$ cat src/design/srbw_pkg.sv
// package: constants, register map and carrier types of the ring buffer writer
// Summary of operation
// single policy halts at last buffer location
// head and tail wrap to first location
// circular: head meeting tail means full, stop
// circular overflow halts and flags error
// recycled: keep writing over oldest scans
// recycled: writer advances tail by frames
// recycled never signals overflow
// each sample takes two consecutive bytes
// samples written in converter order
// samples left-justified, low bits zero
// consumer flips top bit to get signed
// consumer step weight is span over 65535
// consumer adds range offset after weighting
// consumer divides by channel gain
// three independent input setup bits
// scan list holds at most 256 entries
// scan starts by software or pacing pulse
// single scan keeps samples in fifo
// controller rewrites whole setup word
// enable, start trigger, then software scan
// controller waits one period per entry
// frame boundary crossing raises event
// start clears head, tail and overflow
// two-bit policy sampled at start
package srbw_pkg;
  // register byte offsets
  localparam logic [4:0] REG_CTRL   = 5'h00; // go, stop, scan pulse, single
  localparam logic [4:0] REG_SETUP  = 5'h04; // input_setup_word
  localparam logic [4:0] REG_GEOM   = 5'h08; // buffer words, frame words
  localparam logic [4:0] REG_TAIL   = 5'h0c; // consumer tail (write)
  localparam logic [4:0] REG_STATUS = 5'h10; // state and flags
  localparam logic [4:0] REG_HEAD   = 5'h14; // head and frame count
  // ctrl fields
  localparam int CTRL_GO     = 0;
  localparam int CTRL_STOP   = 1;
  localparam int CTRL_SCAN   = 2;
  localparam int CTRL_SINGLE = 3;
  // setup word fields
  localparam int SET_DIFF    = 0;
  localparam int SET_BIPOLAR = 1;
  localparam int SET_TENV    = 2;
  localparam int SET_CVA     = 3;
  localparam int SET_CVB     = 4;
  localparam int SET_EXTPACE = 5;
  localparam int SET_POL_LO  = 6;
  localparam int SET_RES_LO  = 8;
  localparam int SET_LEN_LO  = 16;
  localparam logic [31:0] SETUP_RST = 32'h0000_0000;
  // sizes
  localparam int  AW        = 16;           // host word index width
  localparam int  SCAN_MAX  = 256;
  localparam logic [8:0] SCAN_MAX_W = 9'h100;
  localparam logic [15:0] GEOM_BUF_RST = 16'h0100;
  localparam logic [15:0] GEOM_FRM_RST = 16'h0040;
  // policy and resolution codes
  typedef enum logic [1:0] {
    SRBW_POL_SINGLE   = 2'b00,
    SRBW_POL_CIRCULAR = 2'b01,
    SRBW_POL_RECYCLED = 2'b10
  } srbw_pol_t;
  localparam logic [1:0] RES_16 = 2'b00;
  localparam logic [1:0] RES_14 = 2'b01;
  localparam logic [1:0] RES_12 = 2'b10;
  typedef enum logic [1:0] {
    SRBW_IDLE = 2'b00,
    SRBW_RUN  = 2'b01,
    SRBW_DONE = 2'b10,
    SRBW_ERR  = 2'b11
  } srbw_state_t;
  // host memory write carrier
  typedef struct packed {
    logic          valid;
    logic [AW:0]   byte_addr; // even byte address
    logic [15:0]   data;
  } srbw_wr_t;
  // converter sample carrier
  typedef struct packed {
    logic          valid;
    logic [15:0]   raw;      // right-justified code
  } srbw_smp_t;
endpackage : srbw_pkg

$ cat src/design/srbw_writer.sv
// module: ring buffer writer with avalon register slave
module srbw_writer
  import srbw_pkg::*;
(
  input  wire logic        ref_clk_in,         // 50 mhz clock
  input  wire logic        rstn_in,            // async reset, active low
  input  wire logic [4:0]  avs_address_in,     // byte address
  input  wire logic        avs_read_in,        // read request
  input  wire logic        avs_write_in,       // write request
  input  wire logic [31:0] avs_writedata_in,   // write data
  input  wire logic [3:0]  avs_byteenable_in,  // byte lanes
  output logic [31:0]      avs_readdata_out,   // read data
  output logic             avs_waitrequest_out,// stall
  input  wire srbw_smp_t   smp_in,             // converter sample
  input  wire logic        scan_pacing_pulse_in, // external scan pulse
  output srbw_wr_t         host_wr_out,        // host memory write
  output logic             scan_start_out,     // start a scan
  output logic             conv_enable_out,    // conversions enabled
  output logic             frame_event_out,    // frame boundary pulse
  output logic             overflow_out,       // buffer error flag
  output logic             fifo_keep_out       // hold samples on board
);
  // reset release through two flops
  logic rst_meta_reg, rst_sync_reg;
  always_ff @(posedge ref_clk_in or negedge rstn_in)
  begin
    if (!rstn_in)
    begin
      rst_meta_reg <= 1'b0;
      rst_sync_reg <= 1'b0;
    end
    else
    begin
      rst_meta_reg <= 1'b1;
      rst_sync_reg <= rst_meta_reg;
    end
  end
  wire rstn = rst_sync_reg;

  // registers
  logic [31:0]   setup_reg;
  logic [15:0]   buf_words_reg, frame_words_reg;
  logic [AW-1:0] head_reg, tail_reg, frame_pos_reg;
  logic [15:0]   frame_cnt_reg;
  logic          single_reg, ovf_reg, frame_reg, ack_reg;
  logic [8:0]    scan_idx_reg;
  srbw_pol_t     pol_reg;
  srbw_state_t   state_reg;
  srbw_wr_t      wr_reg;

  // bus decode; one wait cycle so read data come from a flop
  wire acc      = avs_read_in | avs_write_in;
  wire wr_en    = avs_write_in & ack_reg & (&avs_byteenable_in);
  wire wr_ctrl  = wr_en & (avs_address_in == REG_CTRL);
  wire wr_setup = wr_en & (avs_address_in == REG_SETUP);
  wire wr_geom  = wr_en & (avs_address_in == REG_GEOM);
  wire wr_tail  = wr_en & (avs_address_in == REG_TAIL);
  wire go       = wr_ctrl & avs_writedata_in[CTRL_GO];
  wire stop     = wr_ctrl & avs_writedata_in[CTRL_STOP];
  wire sw_scan  = wr_ctrl & avs_writedata_in[CTRL_SCAN];
  assign avs_waitrequest_out = acc & ~ack_reg;

  // setup word decode
  wire       ext_pace = setup_reg[SET_EXTPACE];
  wire [1:0] res      = setup_reg[SET_RES_LO +: 2];
  wire [8:0] len_raw  = setup_reg[SET_LEN_LO +: 9];
  wire [8:0] scan_len = (len_raw > SCAN_MAX_W) ? SCAN_MAX_W : len_raw;
  wire       conv_en  = setup_reg[SET_CVA] & setup_reg[SET_CVB];
  wire       running  = (state_reg == SRBW_RUN);

  // left justification of the converter code
  wire [15:0] just = (res == RES_14) ? {smp_in.raw[13:0], 2'b00} :
                     (res == RES_12) ? {smp_in.raw[11:0], 4'b0000} :
                     smp_in.raw;
  // head advance and wrap
  wire [AW-1:0] last     = AW'(buf_words_reg - 16'h0001);
  wire          at_last  = (head_reg == last);
  wire [AW-1:0] head_nxt = at_last ? '0 : AW'(head_reg + 1'b1);
  wire          take     = running & smp_in.valid & ~single_reg;
  wire          hit_tail = (head_nxt == tail_reg);
  wire          frm_end  = (frame_pos_reg == AW'(frame_words_reg - 16'h1));
  // one spare bit keeps the carry, so large frames still wrap correctly
  wire [AW:0]   tail_frm = {1'b0, tail_reg} + {1'b0, frame_words_reg};
  wire [AW-1:0] tail_adv = (tail_frm >= {1'b0, buf_words_reg}) ?
                           AW'(tail_frm - {1'b0, buf_words_reg}) :
                           AW'(tail_frm);
  wire halt_single = take & (pol_reg == SRBW_POL_SINGLE) & at_last;
  wire halt_full   = take & (pol_reg == SRBW_POL_CIRCULAR) & hit_tail;
  wire recycle     = take & (pol_reg == SRBW_POL_RECYCLED) & hit_tail;

  // configuration registers
  always_ff @(posedge ref_clk_in or negedge rstn)
  begin
    if (!rstn)
    begin
      setup_reg       <= SETUP_RST;
      buf_words_reg   <= GEOM_BUF_RST;
      frame_words_reg <= GEOM_FRM_RST;
      single_reg      <= 1'b0;
      ack_reg         <= 1'b0;
    end
    else
    begin
      ack_reg <= acc & ~ack_reg;
      if (wr_setup)
        setup_reg <= avs_writedata_in; // whole word replaced
      if (wr_geom)
      begin
        buf_words_reg   <= avs_writedata_in[15:0];
        frame_words_reg <= avs_writedata_in[31:16];
      end
      if (wr_ctrl)
        single_reg <= avs_writedata_in[CTRL_SINGLE];
    end
  end

  // acquisition state machine
  always_ff @(posedge ref_clk_in or negedge rstn)
  begin
    if (!rstn)
    begin
      state_reg <= SRBW_IDLE;
      pol_reg   <= SRBW_POL_SINGLE;
      ovf_reg   <= 1'b0;
    end
    else
    begin
      case (state_reg)
        SRBW_IDLE, SRBW_DONE, SRBW_ERR:
          if (go)
          begin
            state_reg <= SRBW_RUN;
            pol_reg   <= srbw_pol_t'(setup_reg[SET_POL_LO +: 2]);
            ovf_reg   <= 1'b0;
          end
        SRBW_RUN:
          if (stop)
            state_reg <= SRBW_DONE;
          else if (halt_single)
            state_reg <= SRBW_DONE;
          else if (halt_full)
          begin
            state_reg <= SRBW_ERR;
            ovf_reg   <= 1'b1;
          end
        default:
          state_reg <= SRBW_IDLE;
      endcase
    end
  end

  // head, tail and frame tracking
  always_ff @(posedge ref_clk_in or negedge rstn)
  begin
    if (!rstn)
    begin
      head_reg      <= '0;
      tail_reg      <= '0;
      frame_pos_reg <= '0;
      frame_cnt_reg <= 16'h0000;
      frame_reg     <= 1'b0;
    end
    else if (go & ~running)
    begin
      head_reg      <= '0;
      tail_reg      <= '0;
      frame_pos_reg <= '0;
      frame_cnt_reg <= 16'h0000;
      frame_reg     <= 1'b0;
    end
    else
    begin
      frame_reg <= take & ~halt_full & frm_end;
      if (take & ~halt_full)
      begin
        head_reg      <= head_nxt;
        frame_pos_reg <= frm_end ? '0 : AW'(frame_pos_reg + 1'b1);
        if (frm_end)
          frame_cnt_reg <= frame_cnt_reg + 16'h0001;
      end
      if (recycle)
        tail_reg <= tail_adv;
      else if (wr_tail)
        tail_reg <= avs_writedata_in[AW-1:0];
    end
  end

  // host word write, one 16-bit word per sample, in arrival order
  always_ff @(posedge ref_clk_in or negedge rstn)
  begin
    if (!rstn)
      wr_reg <= '0;
    else
    begin
      wr_reg.valid     <= take & ~halt_full;
      wr_reg.byte_addr <= {head_reg, 1'b0};
      wr_reg.data      <= just;
    end
  end

  // scan start from software or pacing pulse, position in the list
  wire scan_go = conv_en & (ext_pace ? scan_pacing_pulse_in : sw_scan);
  always_ff @(posedge ref_clk_in or negedge rstn)
  begin
    if (!rstn)
      scan_idx_reg <= 9'h000;
    else if (scan_go)
      scan_idx_reg <= 9'h000;
    else if (smp_in.valid & (scan_idx_reg < scan_len))
      scan_idx_reg <= scan_idx_reg + 9'h001;
  end

  // register read mux
  logic [31:0] rd_mux;
  assign rd_mux =
    (avs_address_in == REG_CTRL)   ? {28'h0, single_reg, 3'b000} :
    (avs_address_in == REG_SETUP)  ? setup_reg :
    (avs_address_in == REG_GEOM)   ? {frame_words_reg, buf_words_reg} :
    (avs_address_in == REG_TAIL)   ? {16'h0000, tail_reg} :
    (avs_address_in == REG_STATUS) ? {23'h0, scan_idx_reg[8:0] == 9'h0,
                                      3'b000, pol_reg, ovf_reg, state_reg} :
    (avs_address_in == REG_HEAD)   ? {frame_cnt_reg, head_reg} :
                                     32'h0000_0000;
  always_ff @(posedge ref_clk_in or negedge rstn)
  begin
    if (!rstn)
      avs_readdata_out <= 32'h0000_0000;
    else if (avs_read_in & ~ack_reg)
      avs_readdata_out <= rd_mux;
  end

  assign host_wr_out     = wr_reg;
  assign scan_start_out  = scan_go;
  assign conv_enable_out = conv_en;
  assign frame_event_out = frame_reg;
  assign overflow_out    = ovf_reg;
  assign fifo_keep_out   = single_reg;

  // checks
  a_single_halt: assert property (@(posedge ref_clk_in) disable iff (!rstn)
    halt_single & ~stop |=> state_reg == SRBW_DONE)
    else $error("single policy did not halt at last location");
  a_head_wrap: assert property (@(posedge ref_clk_in) disable iff (!rstn)
    take & at_last & ~halt_full & ~(go & ~running) |=> head_reg == '0)
    else $error("head did not wrap");
  a_circ_full: assert property (@(posedge ref_clk_in) disable iff (!rstn)
    halt_full & ~stop |=> state_reg == SRBW_ERR && ovf_reg)
    else $error("circular full did not stop");
  a_ovf_hold: assert property (@(posedge ref_clk_in) disable iff (!rstn)
    ovf_reg & ~go |=> ovf_reg)
    else $error("overflow flag lost");
  a_recycle_tail: assert property (@(posedge ref_clk_in) disable iff (!rstn)
    recycle |=> tail_reg == $past(tail_adv))
    else $error("tail not advanced by a frame");
  a_recycle_noovf: assert property (@(posedge ref_clk_in) disable iff (!rstn)
    running & pol_reg == SRBW_POL_RECYCLED |=> !$rose(ovf_reg))
    else $error("recycled policy raised overflow");
  a_word_addr: assert property (@(posedge ref_clk_in) disable iff (!rstn)
    host_wr_out.valid
      |-> host_wr_out.byte_addr == {$past(head_reg), 1'b0})
    else $error("sample not on a two-byte boundary");
  a_just_low: assert property (@(posedge ref_clk_in) disable iff (!rstn)
    host_wr_out.valid && $past(res) == RES_12
      |-> host_wr_out.data[3:0] == 4'h0)
    else $error("12-bit sample not left justified");
  a_single_keep: assert property (@(posedge ref_clk_in) disable iff (!rstn)
    single_reg |=> !host_wr_out.valid)
    else $error("single scan forwarded to host");
  a_start_clear: assert property (@(posedge ref_clk_in) disable iff (!rstn)
    go & ~running |=> head_reg == '0 && tail_reg == '0 && !ovf_reg)
    else $error("start did not clear pointers");
endmodule : srbw_writer

$ cat config.mk
export PLATFORM = sky130hd
export DESIGN_NAME = srbw_writer
export DESIGN_NICKNAME = d
export VERILOG_FILES = /design/src/design/srbw_pkg.sv /design/src/design/srbw_writer.sv
export SDC_FILE = /design/constraint.sdc
export NUM_CORES = 1
export LEC_CHECK = 0
export ABC_AREA = 1
export BUFFER_PORTS_ARGS = -buffer_cell sky130_fd_sc_hd__buf_2
export CAP_MARGIN = 20
export CORE_ASPECT_RATIO = 0.8
export CORE_MARGIN = 2
export CORE_UTILIZATION = 40
export CTS_BUF_LIST = sky130_fd_sc_hd__clkbuf_16
export DETAILED_ROUTE_END_ITERATION = 12
export GPL_TIMING_DRIVEN = 0
export PLACE_DENSITY_LB_ADDON = 0.12
export SLEW_MARGIN = 20
export SYNTH_ARGS = -nofsm -noshare
export SYNTH_HDL_FRONTEND = slang
export SYNTH_SLANG_ARGS = --single-unit
$ cat constraint.sdc
create_clock -name ref_clk_in -period 6.5 [get_ports ref_clk_in]
set_input_delay 1.3 -clock ref_clk_in [delete_from_list [all_inputs] [get_ports ref_clk_in]]
set_output_delay 1.3 -clock ref_clk_in [all_outputs]
set_load 0.03 [all_outputs]
==> reports/results.tsv <==
metric	value	unit
drc_errors	0	
rsz0062_at_grt	false	
total_power	4640	µW
cp_num_buf_inv	2	
slew_headroom	0.424	
slowest_delay	0.54	ns
ys.flop_type	dfrtp_1	
crit_path_start_kind	register	
ys_async_sr_fraction	1.00	
crit_slowest_cell	o21ai_0	
die_width	210	µm
fin_crit_sh	0.787	
synth_commonest_cells	nand2_1 (476), inv_1 (248), dfrtp_1 (210)	
crit_type	reg2reg	
numCtsBuffers	25	
grt_use_met1	0.395	
drv_cap	0	
largest_register_ff_count	33	
clock-sinks	212	
status	completed	
tightest_slew	0.856	ns
p_clk_frac	0.314	
path_clk_slew	0.06	ns
peakVddDrop	0.000170	V
root_buffer	clkbuf_16	
ys_seq_area_frac	0.390	
pin_count	135	
synth_nets	1937	
hp-class	reg2async	
synth_edf_count	0	
cellLeakagePower	0.00804	µW
p_int	2850	µW
nFillCells	3404	
dpl.hpwl	36.9	mm
dieArea	35500	µm²
antenna_found_initial	0	
grt.busiest_layer	met1	
min_period	5.11	ns
first_global_vias	12300	
post-cts-setup-buffers	0	
fin_tns_setup	0	ns
initial_utilization	0.405	
switching_power	1790	µW
cts_resized	0	
postSynthCellCount	1825	
cp_data_arrival_time	5.56	ns
cts_hold_buf	0	
cts_tree	built	
gp_congestion	0.936	
switching_share	0.386	
portBuffers	133	
finalSetupViolations	0	
area_growth	15.8	%
grt_use_met2	0.374	
drt_iter0_markers	1194	
final-max-slew-violation-count	0	
worstPathRequired	6.94	ns
via_per_inst	5.33	
yosys.cell_count.top_type	nand2_1	
hold_viol_final	0	
syn_avg_cell_area	7.45	µm²
drive_above_1_share	0.117	
gr-usage-all-layers	0.263	
vias	13000	
nets	2101	
seqPwrFrac	0.368	
rows	60	
wl_per_cell	19.0	µm
grt_max_degree	56	
use_met3	0.0716	
worstSkewPairLatency	0.57	ns
ys_types	50	
die_h	169	µm
synth_area_leaders	dfrtp_1 (39%), nand2_1 (13%), inv_1 (6.8%)	
synth-seq-cells	212	
skew	0.0220	ns
clockBufferDepth	3	
ant_nets	0	
ys_warn_count	0	
synth_top_area_frac	0.386	
path_cells	ha_1, inv_1, fa_1, o21ai_0, nand2_1, nand3_1, a21oi_1, o21ai_0, xor2_1, ha_1, nand2_1, nor3_1, nand3_1, nand3_1, nand3_1, nand3_1, nand2_1, nand2_1, clkbuf_1, o21ai_0, o21ai_0, nand4_1, nand4_1, nand2_1	
critPathCaptureType	register	
power_density	295	nW/µm²
grt_pass1_wl	72.1	mm
dr.pass1.iters	5	
cp_max_fo	10	
crit_family	simple AND/OR/NAND/NOR gates	
htree_levels	1	
max_freq	196	MHz
synth_area	13600	µm²
yosysTopAreaCell	dfrtp_1	
fp.coreArea	33600	µm²
grt-ovfl-total	0	
share_comb_of_total_power	0.318	
routed_wl	46.5	mm
## stage by stage
stage               std cells  utilization  setup slack [ns]  hold slack (ns)  area, µm²
finish                   2442        0.469              1.39            0.191      15800
detailed placement       2396        0.445              1.42            0.190      14900
CTS                      2441        0.469              1.40            0.197      15800
global placement         2392        0.441             -2.57            0.335      14800
floorplan                1825            -             0.158            0.331      13600
global route             2441        0.469              1.01            0.206      15800
## layer usage
layer / part of all wire / up-vias
met5: 0 / -
met4: 0.022 / 0
met3: 0.089 / 66
met2: 0.41 / 438
met1: 0.48 / 6168
li1: - / 6338
## final timing paths
| kind | start | to | slack (ns) | depth (start not counted) |
|---|---|---|---|---|
| setup / recovery | frame_words_reg[0] | tail_reg[4] | 1.39 | 24 |
| min in group ref_clk_in | rst_meta_reg | rst_sync_reg | 0.36 | 0 |
| hold reg to reg | rst_sync_reg | avs_readdata_out[21] | 0.19 | 0 |
| setup reg to reg | frame_words_reg[0] | tail_reg[4] | 1.39 | 24 |
| hold / removal | rst_sync_reg | avs_readdata_out[21] | 0.19 | 0 |
| max in group asynchronous | rst_sync_reg | buf_words_reg[8] | 5.35 | 2 |
## power groups by stage
stage	clock network (µW)	logic [µW]	registers [µW]
after floorplan	0	972	1770
after global placement	0	1410	1750
after detailed placement	0	1460	1730
after CTS	1490	1470	1700
after global routing	1540	1660	1730
final	1460	1470	1710
## cell families (layout without fill, tap and decap cells)
| group | Yosys count | in the layout | synth area share |
|---|---|---|---|
| AOI/OAI and AO/OA | 323 | 323 | 0.139 |
| xor gates and xnor gates | 98 | 98 | 0.0631 |
| adders and majority gates | 49 | 49 | 0.0462 |
| buffers and inverters | 308 | 490 | 0.0902 |
| DFF | 212 | 212 | 0.390 |
| other | 2 | 3 | 0.000552 |
| and+or+nand+nor | 833 | 833 | 0.271 |
## cells in the final DEF (no fill, tap or decap), drive strengths merged, types with 2 or more instances in the layout
| cell type | netlist | routed |
|---|---|---|
| a211oi | 5 | 5 |
| a21boi | 3 | 3 |
| a21o | 2 | 2 |
| a21oi | 44 | 44 |
| a221oi | 9 | 9 |
| a31oi | 4 | 4 |
| buf | 17 | 154 |
| bufinv | 0 | 4 |
| clkbuf | 43 | 68 |
| clkinv | 0 | 11 |
| clkinvlp | 0 | 2 |
| conb | 2 | 2 |
| dfrtp | 210 | 210 |
| dfstp | 2 | 2 |
| fa | 2 | 2 |
| ha | 47 | 47 |
| inv | 248 | 251 |
| nand2 | 484 | 484 |
| nand3 | 87 | 87 |
| nand3b | 23 | 23 |
| nand4 | 51 | 51 |
| nor2 | 127 | 127 |
| nor3 | 46 | 46 |
| nor3b | 4 | 4 |
| nor4 | 6 | 6 |
| o211ai | 4 | 4 |
| o21ai | 183 | 183 |
| o221ai | 11 | 11 |
| o22ai | 49 | 49 |
| o31ai | 2 | 2 |
| or2 | 5 | 5 |
| xnor2 | 25 | 25 |
| xor2 | 73 | 73 |
## cell type report
type	instances	area (µm²)	share of cell area
Multi-Input combinational cell	1305	7070	0.449
Sequential cell	212	5310	0.337
Inverter	248	931	0.0591
Timing Repair Buffer	137	768	0.0488
Clock buffer	25	626	0.0397
Tap cell	434	543	0.0345
Buffer	60	297	0.0188
Clock inverter	20	208	0.0132
Antenna cell	1	2.50	0.000159
No activity file was read; power rests on OpenSTA's default activity.
